<file path="src/logic/omcc_pkg.sv">
// Constants for the operating-mode and system-clock controller.
// Summary of operation
// - Fast mode divides fast clock by 1 to 64.
// - Slow mode runs on sub clock, fast off.
// - Stop with idle disabled enters sleep mode.
// - Stop, idle enabled, no keep: clock-off idle.
// - Stop, idle enabled, keep: clock-on idle mode.
// - Sub clock chosen stops fast osc and taps.
// - Slow switch waits for slow oscillator ready.
// - Fast return waits for fast oscillator ready.
// - Sleep stops system and time base clocks.
// - Clock-off idle keeps time base and sub.
// - Clock-on idle keeps all clocks, CPU held.
// - Low-power entry retains memory, registers, ports.
// - Low-power entry clears and restarts watchdog.
// - Entry sets powerdown flag, clears timeout flag.
// - Wake on port fall, interrupt, watchdog overflow.
// - Wake to fast waits fast oscillator ready.
package omcc_pkg;

	// ------------------------------------------------------------
	// Register map
	// ------------------------------------------------------------
	localparam logic [11:0] OMCC_MODE_CTRL_OFF = 12'h000;
	localparam logic [11:0] OMCC_STATUS_OFF = 12'h004;
	localparam logic [11:0] OMCC_IRQ_STATUS_OFF = 12'h008;
	localparam logic [11:0] OMCC_IRQ_MASK_OFF = 12'h00C;

	// ------------------------------------------------------------
	// Field layout
	// ------------------------------------------------------------
	localparam int OMCC_DIV_LSB = 0;
	localparam int OMCC_DIV_W = 3;
	localparam int OMCC_HSEL_BIT = 3;
	localparam int OMCC_IDLE_EN_BIT = 4;
	localparam int OMCC_KEEP_BIT = 5;
	localparam int OMCC_WAKE_LSB = 8;
	localparam int OMCC_LRDY_BIT = 0;
	localparam int OMCC_HRDY_BIT = 1;
	localparam int OMCC_PDF_BIT = 2;
	localparam int OMCC_TOF_BIT = 3;
	localparam int OMCC_STATE_LSB = 4;
	localparam int OMCC_IRQ_W = 3;
	localparam int OMCC_EV_ENTRY = 0;
	localparam int OMCC_EV_WAKE = 1;
	localparam int OMCC_EV_TIMEOUT = 2;

	// ------------------------------------------------------------
	// Reset values and divider codes
	// ------------------------------------------------------------
	localparam logic [2:0] OMCC_DIV_RST = 3'h0;
	localparam logic OMCC_HSEL_RST = 1'b1;
	localparam logic [2:0] OMCC_DIV_SUB_MAX = 3'h1;
	localparam logic [3:0] OMCC_DIV_SHIFT_BASE = 4'h8;
	localparam int OMCC_SHIFT_W = 3;
	localparam int OMCC_TAP_W = 6;
	localparam logic [5:0] OMCC_TAP16_MASK = 6'h0F;
	localparam logic [5:0] OMCC_TAP64_MASK = 6'h3F;

	// ------------------------------------------------------------
	// Operating modes
	// ------------------------------------------------------------
	typedef enum logic [5:0] {
		OMCC_FAST = 6'b00_0001,
		OMCC_SLOW = 6'b00_0010,
		OMCC_SLEEP = 6'b00_0100,
		OMCC_IDLE_OFF = 6'b00_1000,
		OMCC_IDLE_ON = 6'b01_0000,
		OMCC_WAKE = 6'b10_0000
	} omcc_mode_t;

endpackage

</file>
<file path="src/logic/omcc_ctrl.sv">
// Operating-mode controller with APB registers and clock enables.
`timescale 1ns/1ps
`default_nettype none
module omcc_ctrl #(
	parameter int PORT_W = 8
) (
	input wire logic pclk,
	input wire logic presetn,
	input wire logic psel,
	input wire logic penable,
	input wire logic pwrite,
	input wire logic [11:0] paddr,
	input wire logic [31:0] pwdata,
	output logic [31:0] prdata,
	output logic pready,
	output logic pslverr,
	input wire logic halt_exec,
	input wire logic clear_wdt_exec,
	input wire logic sub_clock_tick,
	input wire logic high_osc_ready,
	input wire logic low_osc_ready,
	input wire logic [PORT_W-1:0] port_pins,
	input wire logic sys_irq,
	input wire logic wdt_overflow,
	output logic fast_osc_enable,
	output logic cpu_clock_enable,
	output logic sys_clock_enable,
	output logic time_base_enable,
	output logic fast_div16_enable,
	output logic fast_div64_enable,
	output logic watchdog_clock_enable,
	output logic watchdog_clear,
	output logic cpu_halted,
	output logic powerdown_flag,
	output logic timeout_flag,
	output logic irq
);
	import omcc_pkg::*;

	// ------------------------------------------------------------
	// Helpers
	// ------------------------------------------------------------
	function automatic logic wants_sub(input logic hsel, input logic [2:0] div);
		// With the high clock select bit clear, codes 000 and 001 pick sub.
		wants_sub = !hsel && (div <= OMCC_DIV_SUB_MAX);
	endfunction

	function automatic logic [OMCC_SHIFT_W-1:0] div_shift(input logic hsel,
		input logic [2:0] div);
		if (hsel || wants_sub(hsel, div))
			div_shift = '0;
		else
			div_shift = OMCC_SHIFT_W'(OMCC_DIV_SHIFT_BASE - {1'b0, div});
	endfunction

	// ------------------------------------------------------------
	// Registers
	// ------------------------------------------------------------
	logic [2:0] clock_divide_select_r;
	logic high_clock_select_r;
	logic idle_enable_r;
	logic idle_clock_keep_r;
	logic [PORT_W-1:0] wake_enable_r;
	logic [OMCC_IRQ_W-1:0] irq_status_r;
	logic [OMCC_IRQ_W-1:0] irq_mask_r;
	logic [PORT_W-1:0] port_prev_r;
	logic powerdown_flag_r;
	logic timeout_flag_r;
	logic watchdog_clear_r;
	omcc_mode_t mode_r;
	omcc_mode_t mode_nxt;
	logic [31:0] prdata_r;
	logic wr;
	logic rd;
	logic mapped;
	logic sub_sel;
	logic fast_tick;
	logic sys_tick;
	logic lp_entry;
	logic wake_ev;
	logic [OMCC_TAP_W-1:0] tap_r;
	logic [OMCC_IRQ_W-1:0] events;

	assign wr = psel && penable && pwrite;
	assign rd = psel && penable && !pwrite;
	assign mapped = (paddr == OMCC_MODE_CTRL_OFF) || (paddr == OMCC_STATUS_OFF) ||
		(paddr == OMCC_IRQ_STATUS_OFF) || (paddr == OMCC_IRQ_MASK_OFF);
	assign pready = 1'b1;
	assign pslverr = psel && penable && !mapped;
	assign prdata = prdata_r;
	assign sub_sel = wants_sub(high_clock_select_r, clock_divide_select_r);

	always_ff @(posedge pclk or negedge presetn) begin
		if (!presetn) begin
			clock_divide_select_r <= OMCC_DIV_RST;
			high_clock_select_r <= OMCC_HSEL_RST;
			idle_enable_r <= 1'b0;
			idle_clock_keep_r <= 1'b0;
			wake_enable_r <= '0;
			irq_mask_r <= '0;
		end else if (wr && paddr == OMCC_MODE_CTRL_OFF) begin
			clock_divide_select_r <= pwdata[OMCC_DIV_LSB +: OMCC_DIV_W];
			high_clock_select_r <= pwdata[OMCC_HSEL_BIT];
			idle_enable_r <= pwdata[OMCC_IDLE_EN_BIT];
			idle_clock_keep_r <= pwdata[OMCC_KEEP_BIT];
			wake_enable_r <= pwdata[OMCC_WAKE_LSB +: PORT_W];
		end else if (wr && paddr == OMCC_IRQ_MASK_OFF) begin
			irq_mask_r <= pwdata[OMCC_IRQ_W-1:0];
		end
	end

	always_ff @(posedge pclk or negedge presetn) begin
		if (!presetn) begin
			prdata_r <= '0;
		end else if (psel && !penable && !pwrite) begin
			prdata_r <= '0;
			case (paddr)
				OMCC_MODE_CTRL_OFF: begin
					prdata_r[OMCC_DIV_LSB +: OMCC_DIV_W] <= clock_divide_select_r;
					prdata_r[OMCC_HSEL_BIT] <= high_clock_select_r;
					prdata_r[OMCC_IDLE_EN_BIT] <= idle_enable_r;
					prdata_r[OMCC_KEEP_BIT] <= idle_clock_keep_r;
					prdata_r[OMCC_WAKE_LSB +: PORT_W] <= wake_enable_r;
				end
				OMCC_STATUS_OFF: begin
					prdata_r[OMCC_LRDY_BIT] <= low_osc_ready;
					prdata_r[OMCC_HRDY_BIT] <= high_osc_ready;
					prdata_r[OMCC_PDF_BIT] <= powerdown_flag_r;
					prdata_r[OMCC_TOF_BIT] <= timeout_flag_r;
					prdata_r[OMCC_STATE_LSB +: 6] <= mode_r;
				end
				OMCC_IRQ_STATUS_OFF: prdata_r[OMCC_IRQ_W-1:0] <= irq_status_r;
				OMCC_IRQ_MASK_OFF: prdata_r[OMCC_IRQ_W-1:0] <= irq_mask_r;
				default: prdata_r <= '0;
			endcase
		end
	end

	// ------------------------------------------------------------
	// Mode sequencing
	// ------------------------------------------------------------
	// Wake sources.
	assign wake_ev = sys_irq || wdt_overflow || |(wake_enable_r & port_prev_r & ~port_pins);
	assign lp_entry = halt_exec && (mode_r == OMCC_FAST || mode_r == OMCC_SLOW);

	always_comb begin
		mode_nxt = mode_r;
		case (mode_r)
			OMCC_FAST, OMCC_SLOW: begin
				if (halt_exec) begin
					if (!idle_enable_r)
						mode_nxt = OMCC_SLEEP;
					else if (!idle_clock_keep_r)
						mode_nxt = OMCC_IDLE_OFF;
					else
						mode_nxt = OMCC_IDLE_ON;
				end else if (mode_r == OMCC_FAST && sub_sel && low_osc_ready) begin
					mode_nxt = OMCC_SLOW;
				end else if (mode_r == OMCC_SLOW && !sub_sel && high_osc_ready) begin
					mode_nxt = OMCC_FAST;
				end
			end
			OMCC_SLEEP, OMCC_IDLE_OFF, OMCC_IDLE_ON: begin
				if (wake_ev)
					mode_nxt = OMCC_WAKE;
			end
			OMCC_WAKE: begin
				if (sub_sel && low_osc_ready)
					mode_nxt = OMCC_SLOW;
				else if (!sub_sel && high_osc_ready)
					mode_nxt = OMCC_FAST;
			end
			default: mode_nxt = OMCC_FAST;
		endcase
	end

	always_ff @(posedge pclk or negedge presetn) begin
		if (!presetn)
			mode_r <= OMCC_FAST;
		else
			mode_r <= mode_nxt;
	end

	always_ff @(posedge pclk or negedge presetn) begin
		if (!presetn)
			port_prev_r <= '0;
		else
			port_prev_r <= port_pins;
	end

	always_ff @(posedge pclk or negedge presetn) begin
		if (!presetn)
			watchdog_clear_r <= 1'b0;
		else
			watchdog_clear_r <= lp_entry || clear_wdt_exec;
	end

	always_ff @(posedge pclk or negedge presetn) begin
		if (!presetn) begin
			powerdown_flag_r <= 1'b0;
			timeout_flag_r <= 1'b0;
		end else begin
			if (lp_entry)
				powerdown_flag_r <= 1'b1;
			else if (clear_wdt_exec)
				powerdown_flag_r <= 1'b0;
			if (wdt_overflow)
				timeout_flag_r <= 1'b1;
			else if (lp_entry)
				timeout_flag_r <= 1'b0;
		end
	end

	// ------------------------------------------------------------
	// Clock enables
	// ------------------------------------------------------------
	// Fast oscillator off on sub.
	assign fast_osc_enable = (mode_r == OMCC_FAST) ||
		((mode_r == OMCC_SLOW || mode_r == OMCC_WAKE) && !sub_sel) ||
		(mode_r == OMCC_IDLE_ON && !sub_sel);

	omcc_divider #(
		.SHIFT_W(OMCC_SHIFT_W)
	) u_div (
		.pclk(pclk),
		.presetn(presetn),
		.run(fast_osc_enable),
		.shift(div_shift(high_clock_select_r, clock_divide_select_r)),
		.tick(fast_tick)
	);

	// Taps stop with the oscillator, which peripherals using them must tolerate.
	always_ff @(posedge pclk or negedge presetn) begin
		if (!presetn)
			tap_r <= '0;
		else if (!fast_osc_enable)
			tap_r <= '0;
		else
			tap_r <= tap_r + 1'b1;
	end
	assign fast_div16_enable = fast_osc_enable && ((tap_r & OMCC_TAP16_MASK) == OMCC_TAP16_MASK);
	assign fast_div64_enable = fast_osc_enable && (tap_r == OMCC_TAP64_MASK);

	assign sys_tick = (mode_r == OMCC_SLOW || (mode_r == OMCC_IDLE_ON && sub_sel)) ?
		sub_clock_tick : (fast_tick && mode_r != OMCC_WAKE);
	assign cpu_halted = !(mode_r == OMCC_FAST || mode_r == OMCC_SLOW);
	assign cpu_clock_enable = sys_tick && !cpu_halted;
	assign sys_clock_enable = sys_tick && (mode_r != OMCC_SLEEP && mode_r != OMCC_IDLE_OFF);
	assign time_base_enable = (mode_r == OMCC_IDLE_OFF) ? sub_clock_tick :
		(sys_tick && mode_r != OMCC_SLEEP);
	assign watchdog_clock_enable = sub_clock_tick;
	assign watchdog_clear = watchdog_clear_r;
	assign powerdown_flag = powerdown_flag_r;
	assign timeout_flag = timeout_flag_r;

	// ------------------------------------------------------------
	// Interrupts
	// ------------------------------------------------------------
	assign events = {wdt_overflow && cpu_halted, mode_r == OMCC_WAKE && mode_nxt != OMCC_WAKE,
		lp_entry};

	always_ff @(posedge pclk or negedge presetn) begin
		if (!presetn)
			irq_status_r <= '0;
		else if (rd && paddr == OMCC_IRQ_STATUS_OFF)
			// Only bits that this read reported are cleared, so a setup-cycle event survives.
			irq_status_r <= (irq_status_r & ~prdata_r[OMCC_IRQ_W-1:0]) | events;
		else
			irq_status_r <= irq_status_r | events;
	end

	assign irq = |(irq_status_r & irq_mask_r);
endmodule // omcc_ctrl
`default_nettype wire

</file>
<file path="src/logic/omcc_divider.sv">
// Glitch-free power-of-two clock enable divider.
`timescale 1ns/1ps
`default_nettype none
module omcc_divider #(
	parameter int SHIFT_W = 3
) (
	input wire logic pclk,
	input wire logic presetn,
	input wire logic run,
	input wire logic [SHIFT_W-1:0] shift,
	output logic tick
);
	logic [(1<<SHIFT_W)-2:0] cnt_r;
	logic [SHIFT_W-1:0] shift_r;
	logic [(1<<SHIFT_W)-2:0] last;
	localparam int CNT_W = (1 << SHIFT_W) - 1;

	// The ratio is only taken over at a period boundary, so a change never cuts a pulse short.
	assign last = CNT_W'((1 << shift_r) - 1);
	assign tick = run && (cnt_r == last);

	always_ff @(posedge pclk or negedge presetn) begin
		if (!presetn) begin
			cnt_r <= '0;
			shift_r <= '0;
		end else if (!run) begin
			cnt_r <= '0;
			shift_r <= shift;
		end else if (cnt_r == last) begin
			cnt_r <= '0;
			shift_r <= shift;
		end else begin
			cnt_r <= cnt_r + 1'b1;
		end
	end
endmodule // omcc_divider
`default_nettype wire

</file>
<file path="config.mk">
export PLATFORM = sky130hd
export DESIGN_NAME = omcc_ctrl
export DESIGN_NICKNAME = d
export VERILOG_FILES = /design/src/logic/omcc_pkg.sv /design/src/logic/omcc_ctrl.sv /design/src/logic/omcc_divider.sv
export SDC_FILE = /design/constraint.sdc
export NUM_CORES = 1
export LEC_CHECK = 0
export ABC_CLOCK_PERIOD_IN_PS = 2500
export BUFFER_PORTS_ARGS = -buffer_cell sky130_fd_sc_hd__buf_2
export CORE_UTILIZATION = 40
export CTS_CLUSTER_DIAMETER = 40
export DETAILED_ROUTE_END_ITERATION = 7
export HOLD_SLACK_MARGIN = 0.06
export PLACE_DENSITY = 0.74
export SLEW_MARGIN = 20
export SYNTH_ARGS = -nofsm -noshare
export SYNTH_HDL_FRONTEND = slang
export SYNTH_HIERARCHICAL = 1
export SYNTH_SLANG_ARGS = --single-unit
</file>
<file path="constraint.sdc">
create_clock -name pclk -period 2.5 [get_ports pclk]
set_input_delay 0.5 -clock pclk [delete_from_list [all_inputs] [get_ports pclk]]
set_output_delay 0.5 -clock pclk [all_outputs]
set_load 0.05 [all_outputs]
</file>
== After elaboration in Yosys (flattened, before gate mapping) ==
Index checks and enable logic that the tools add are counted.

* Bitwise operators: 9
* Equal/unequal tests: 17
* Reduce and logical (&&, ||, !) cells: 56
* Shift-type cells: 1
* Muxes and demuxes: 27
* Order comparisons: 1
* $add $sub $neg: 4

{| class="wikitable"
|+ Operators by type and width
! cell !! number
|-
| 6-bit two-way mux || 8
|-
| 1-bit logical AND || 30
|-
| 12-bit by 4-bit equality test with 1-bit output, second input constant || 2
|-
| 6-bit one-hot mux with 3 select lines || 1
|-
| 8-bit AND || 2
|-
| 7-bit two-way mux || 2
|-
| 12-bit by 3-bit equality test with 1-bit output, second input constant || 1
|-
| 6-bit equality test, second input constant || 2
|-
| 12-bit logical NOT || 1
|-
| 1-bit logical OR || 12
|-
| 3-bit two-way mux || 4
|-
| 6-bit inequality test, second input constant || 2
|-
| 3-bit one-hot mux with 4 select lines || 1
|-
| 5-bit two-way mux || 2
|-
| 8-bit NOT || 1
|-
| 8-bit OR reduction || 1
|-
| 7-bit by 1-bit adder with 7-bit output, second input constant || 1
|-
| 7-bit equality test || 1
|-
| 1-bit by 3-bit left shift with 7-bit output, first input constant || 1
|-
| 7-bit by 2-bit subtractor with 7-bit output, second input constant || 1
|-
| 6-bit by 1-bit adder with 6-bit output, second input constant || 1
|-
| 3-bit AND || 2
|-
| 6-bit by 1-bit equality test with 1-bit output, second input constant || 1
|-
| 6-bit by 2-bit equality test with 1-bit output, second input constant || 1
|-
| 21 further kinds || 34
|}

* Output and inout bits: 46
* Register bits after elaboration: 69
* Bits of input ports: 64
* Word-level logic and storage cells: 131

== Longest topological paths before layout ==
* Depth in word-level cells: 13
* Depth in mapped cells: 12
* Mapped depth without buffers: 12

== Hierarchy ==
The synthesis kept the hierarchy.

{| class="wikitable"
|+ Modules (own cells, without submodules)
! module !! area an instance (um^2) !! times used !! cells an instance !! seq. area each (um^2)
|-
| omcc_ctrl || 3055.4 || 1 || 312 || 1478.9
|-
| omcc_divider || 579.3 || 1 || 59 || 250.2
|}

== Worst setup path after synthesis ==
OpenSTA, ideal clock, no wires.

* Kind: register -> output
* Start point: register clock_divide_select_r[0]
* End point: output time_base_enable
* Setup slack: -1.128 ns
* Buffers on the path: 0
* Required time: 2.000 ns
* Cell stages (with the launch flop): 12
* Data arrival time: 3.128 ns
* Cell sequence: dfrtp_1 -> ha_1 -> o21bai_1 -> and2_1 -> o21ai_0 -> nand3_1 -> inv_1 -> inv_1 -> nor4_1 -> and2_0 -> mux2i_1 -> o22ai_1

* Word-level cells in the longest chain between the ends: 11
* Elaborated cells between the ends (all ways): 14
* Those cells by class: order compare (1); mux (2); reduce/logical (11)

{| class="wikitable"
|+ Ends and longest elaborated chain
! element !! RTL line !! source
|-
| from (decl) || omcc_ctrl.sv:59 || <nowiki>logic [2:0] clock_divide_select_r;</nowiki>
|-
| from (signal assigned) || omcc_ctrl.sv:102 || <nowiki>clock_divide_select_r <= pwdata[OMCC_DIV_LSB +: OMCC_DIV_W];</nowiki>
|-
| 3-bit by 1-bit <= comparator with 1-bit output (*) || omcc_ctrl.sv:45 || <nowiki>wants_sub = !hsel && (div <= OMCC_DIV_SUB_MAX);</nowiki>
|-
| 1-bit logical AND (*) || omcc_ctrl.sv:45 ||
|-
| 1-bit logical NOT (*) || omcc_ctrl.sv:219, omcc_ctrl.sv:220 ||
|-
| 1-bit logical AND || omcc_ctrl.sv:219 || <nowiki>((mode_r == OMCC_SLOW || mode_r == OMCC_WAKE) && !sub_sel) ||</nowiki>
|-
| 1-bit logical OR || omcc_ctrl.sv:218 || <nowiki>assign fast_osc_enable = (mode_r == OMCC_FAST) ||</nowiki>
|-
| 1-bit logical OR (*) || omcc_ctrl.sv:219 ||
|-
| via fast_osc_enable || omcc_ctrl.sv:25 || <nowiki>output logic fast_osc_enable,</nowiki>
|-
| 1-bit logical AND (*) || omcc_divider.sv:20 || <nowiki>assign tick = run && (cnt_r == last);</nowiki>
|-
| via fast_tick || omcc_ctrl.sv:77 || <nowiki>logic fast_tick;</nowiki>
|-
| 1-bit logical AND (*) || omcc_ctrl.sv:245 || <nowiki>sub_clock_tick : (fast_tick && mode_r != OMCC_WAKE);</nowiki>
|-
| 1-bit two-way mux (*) || omcc_ctrl.sv:244 || <nowiki>assign sys_tick = (mode_r == OMCC_SLOW || (mode_r == OMCC_IDLE_ON && sub_sel)) ?</nowiki>
|-
| 1-bit logical AND (*) || omcc_ctrl.sv:250 || <nowiki>(sys_tick && mode_r != OMCC_SLEEP);</nowiki>
|-
| 1-bit two-way mux (*) || omcc_ctrl.sv:249 || <nowiki>assign time_base_enable = (mode_r == OMCC_IDLE_OFF) ? sub_clock_tick :</nowiki>
|-
| to (decl) || omcc_ctrl.sv:28 || <nowiki>output logic time_base_enable,</nowiki>
|}

The timed path passes the listed nets; every way through them passes the cells marked *.

== Final worst setup path ==
* Start point: register u_div.shift_r[1]
* End point: output time_base_enable

* Word-level cells in the longest chain between the ends: 8

{| class="wikitable"
|+ Ends and longest elaborated chain
! element !! RTL line !! source
|-
| from (decl) || omcc_divider.sv:14 || <nowiki>logic [SHIFT_W-1:0] shift_r;</nowiki>
|-
| from (signal assigned) || omcc_divider.sv:28 || <nowiki>shift_r <= shift;</nowiki>
|-
| from (signal assigned) || omcc_divider.sv:31 || <nowiki>shift_r <= shift;</nowiki>
|-
| 1-bit by 3-bit left shift with 7-bit output || omcc_divider.sv:19 || <nowiki>assign last = CNT_W'((1 << shift_r) - 1);</nowiki>
|-
| 7-bit by 2-bit subtractor with 7-bit output || omcc_divider.sv:19 ||
|-
| 7-bit equality test || omcc_divider.sv:20 ||
|-
| 1-bit logical AND || omcc_divider.sv:20 ||
|-
| via fast_tick || omcc_ctrl.sv:77 ||
|-
| 1-bit logical AND || omcc_ctrl.sv:245 ||
|-
| 1-bit two-way mux || omcc_ctrl.sv:244 ||
|-
| 1-bit logical AND || omcc_ctrl.sv:250 ||
|-
| 1-bit two-way mux || omcc_ctrl.sv:249 ||
|}

The timed path passes the listed nets, and every way through them passes these cells.

==> impl_metrics.env <==
export IMPL_status="finished with violations"
export IMPL_failed_checks="setup timing"
export IMPL_cts_htree_levels=3
export IMPL_hold_path_class="in -> async"
export IMPL_finClkSkew_ps=11.0
export IMPL_required_ps=2000
export IMPL_drt_iter0_drc=215
export IMPL_critical_path_top_delay_family="buffers and inverters"
export IMPL_track_usage_pct=18.8
export IMPL_drc_errors=0
export IMPL_seq_area_um2=1730
export IMPL_dp_slack_ps=-289
export IMPL_first_pass_iters=7
export IMPL_yosys_warnings=6
export IMPL_rows=34
export IMPL_synth_edf_count=0
export IMPL_final_max_slew_viol_count=0
export IMPL_path_buf_inv=4
export IMPL_max_freq_mhz=334
export IMPL_postSynth_asyncResetShare_pct=100
export IMPL_portBuffers=74
export IMPL_nets=553
export IMPL_syn2layout_area_growth_pct=34.2
export IMPL_cts_tree="yes"
export IMPL_antenna_found_initial=0
export IMPL_clock_path_buffers=2
export IMPL_worstSetupStartpointType="register"
export IMPL_fin_util_pct=55.7
export IMPL_max_cap_violations=0
export IMPL_fin_crit_ps=2990
export IMPL_ys_seq_area_share_pct=47.6
export IMPL_netlist_instances=371
export IMPL_start_util_pct=41.5
export IMPL_synth_top_area_cell="dfrtp_1"
export IMPL_placedCellCount=572
export IMPL_crit_fanout=6
export IMPL_synth_area_top_cells="dfrtp_1 46%, nand2_1 4.8%, nor2_1 4.6%, mux2_2 4.3%, buf_4 3.7%"
export IMPL_endpoint_kind="output port"
export IMPL_core_um2=8760
export IMPL_n_antenna_cell=0
export IMPL_stdcell_area_um2=4880
export IMPL_avgViaCountPerCell=5.20
export IMPL_grt_pass1_wl_mm=14.2
export IMPL_grt_max_degree=70
export IMPL_multi_input_area_um2=1890
export IMPL_die_y_um=97.3
export IMPL_setup_tns_ps=-1550
export IMPL_finalWorstSetupSlack_ps=-492
export IMPL_grt_setup_unrepaired="yes"
export IMPL_synth_flop_cell="dfrtp_1"
export IMPL_dp_hpwl_mm=6.09
export IMPL_finalPower_mw=3.81
export IMPL_path_class="reg -> out"
export IMPL_drive_gt1_share_pct=39.0
export IMPL_max_stage_delay_ps=450
export IMPL_ys_types=61
export IMPL_die_w_um=97.3
export IMPL_cts_root_buffer="clkbuf_8"
export IMPL_tightestPinTransition_ps=513
export IMPL_final_cells=598
export IMPL_synth_seq_cells=69
export IMPL_power_density_nw_per_um2=781
export IMPL_p_leak_nw=2.40
export IMPL_peakVddDrop_mv=0.413
export IMPL_drt_total_wl_mm=8.50
export IMPL_syn_cell_area_um2=3630
export IMPL_synth_top_area_share_pct=46.1
export IMPL_cts_buffers_inserted=9
export IMPL_cts_sinks=69
export IMPL_cts_hold_buf=0
export IMPL_cp_slowest_cell="dfrtp_2"
export IMPL_worstSkewPairLatency_ps=360
export IMPL_crit_chain="dlymetal6s2s_1, inv_1, a31oi_1, o221ai_1, nor4_4, and2_4, mux2i_4, buf_4, o22ai_4, buf_6"
export IMPL_hold_ws_ps=153
export IMPL_gp_congestion=0.836
export IMPL_hold_viol=0
export IMPL_die_area_um2=9470
export IMPL_fillers=765
export IMPL_worstPathArrival_ps=2490
export IMPL_finalCritPeriodShare_pct=120
export IMPL_post_drt_wl_per_cell_um=14.2
export IMPL_grt_pass1_vias=3053
export IMPL_placed_area_um2=4390
export IMPL_grt_ovfl_total=0
export IMPL_route_antenna_remaining_nets=0
export IMPL_slew_headroom_pct=65.8
export IMPL_ioPinCount=110
export IMPL_vias=3107
export IMPL_syn_area_per_cell_um2=9.80
export IMPL_finalSetupViolCount=5
export IMPL_clk_pin_slew_ps=90
## cells in the final DEF (no fill, tap or decap), types with 3 or more instances in the layout
cell type,netlist,final
buf_2,1,67
dfrtp_1,67,65
nand2_1,46,45
buf_4,18,43
nor2_1,45,41
nand3_1,19,18
conb_1,2,17
mux2_2,14,14
o21ai_0,14,13
inv_1,15,12
clkbuf_8,0,9
xnor2_1,9,8
nand3b_1,6,6
a21oi_1,5,5
xor2_1,5,5
nor3_1,6,5
a221oi_1,5,5
buf_6,3,5
nand4_1,4,4
nand2b_1,4,4
nor2_4,0,4
nor2b_1,3,3
or4_1,4,3
nand4b_1,3,3
o211ai_1,3,3
and3_1,3,3
mux4_2,3,3
ha_1,4,3
buf_8,0,3
buf_12,0,3
## per-layer routing
layer / global-route usage, % / part of all wire, %
met1: 24.4 / 43
met2: 30.9 / 50
met3: 2.45 / 5.1
met4: 9.50 / 1.9
met5: 0 / 0
## timing repair
| item | CTS | global route |
|---|---|---|
| hold endpoints to repair | 0 | 0 |
| gates resized for setup | 20 | 21 |
| pin swaps | 7 | 7 |
| buffers inserted | 6 | 6 |
| setup endpoints to repair | 6 | 7 |
## Yosys cell counts, drive strengths merged, types with 3 or more instances
| cell type | n |
|---|---|
| dfrtp | 67 |
| nand2 | 46 |
| nor2 | 45 |
| buf | 22 |
| nand3 | 19 |
| mux2 | 16 |
| inv | 15 |
| o21ai | 14 |
| clkbuf | 12 |
| xnor2 | 9 |
| nor3 | 7 |
| nand3b | 6 |
| a21oi | 5 |
| a221oi | 5 |
| or4 | 5 |
| xor2 | 5 |
| ha | 4 |
| nand2b | 4 |
| nand4 | 4 |
| and2 | 3 |
| and3 | 3 |
| mux4 | 3 |
| nand4b | 3 |
| nor2b | 3 |
| nor4 | 3 |
| o211ai | 3 |
| o22ai | 3 |
## power breakdown
group / switching, mW / total [mW] / internal (mW)
clock: 0.471 / 1.05 / 0.579
sequential: 0.0711 / 1.28 / 1.21
combinational: 0.886 / 1.48 / 0.595
total: 1.43 / 3.81 / 2.38
## area by class of cell
class                      instances  share of cell area, %
clock buffer                       9                   2.54
clock inverter                     7                   2.18
inverter                          15                   1.23
multi-input combinational        268                   38.7
sequential                        69                   35.5
tap                              108                   2.77
timing repair buffer             122                   17.1
## cell families after synthesis
family | synth area share, %
AOI/OAI and AO/OA | 10.9
xor gates and xnor gates | 3.37
adders and majority gates | 1.38
buffers and inverters | 7.57
DFF | 47.6
muxes | 7.09
other | 0.207
and+or+nand+nor | 21.9
## state kept, by name, summed over array words and instances (netlist names)
| signal | flops |
|---|---|
| idle_clock_keep_r | 1 |
| u_div/cnt_r | 7 |
| port_prev_r | 8 |
| high_clock_select_r | 1 |
| idle_enable_r | 1 |
| timeout_flag | 1 |
| watchdog_clear | 1 |
| u_div/shift_r | 3 |
| irq_mask_r | 3 |
| irq_status_r | 3 |
| tap_r | 6 |
| prdata | 16 |
| wake_enable_r | 8 |
| powerdown_flag | 1 |
| mode_r | 6 |
| clock_divide_select_r | 3 |
## worst paths after layout
kind	from	endpoint	slack, ps	cells after the start
max	u_div/shift_r[1]$_DFFE_PN0P_	time_base_enable	-490	10
min	presetn	wake_enable_r[5]$_DFFE_PN0P_	150	2
max reg2reg	mode_r[2]$_DFF_PN0_	timeout_flag$_DFFE_PN0P_	370	5
min reg2reg	tap_r[0]$_DFF_PN0_	tap_r[0]$_DFF_PN0_	460	1
max in group asynchronous	presetn	high_clock_select_r$_DFFE_PN1P_	2020	2
min in group pclk	port_pins[5]	port_prev_r[5]$_DFF_PN0_	250	1
Power figures use the tool's default switching activity.
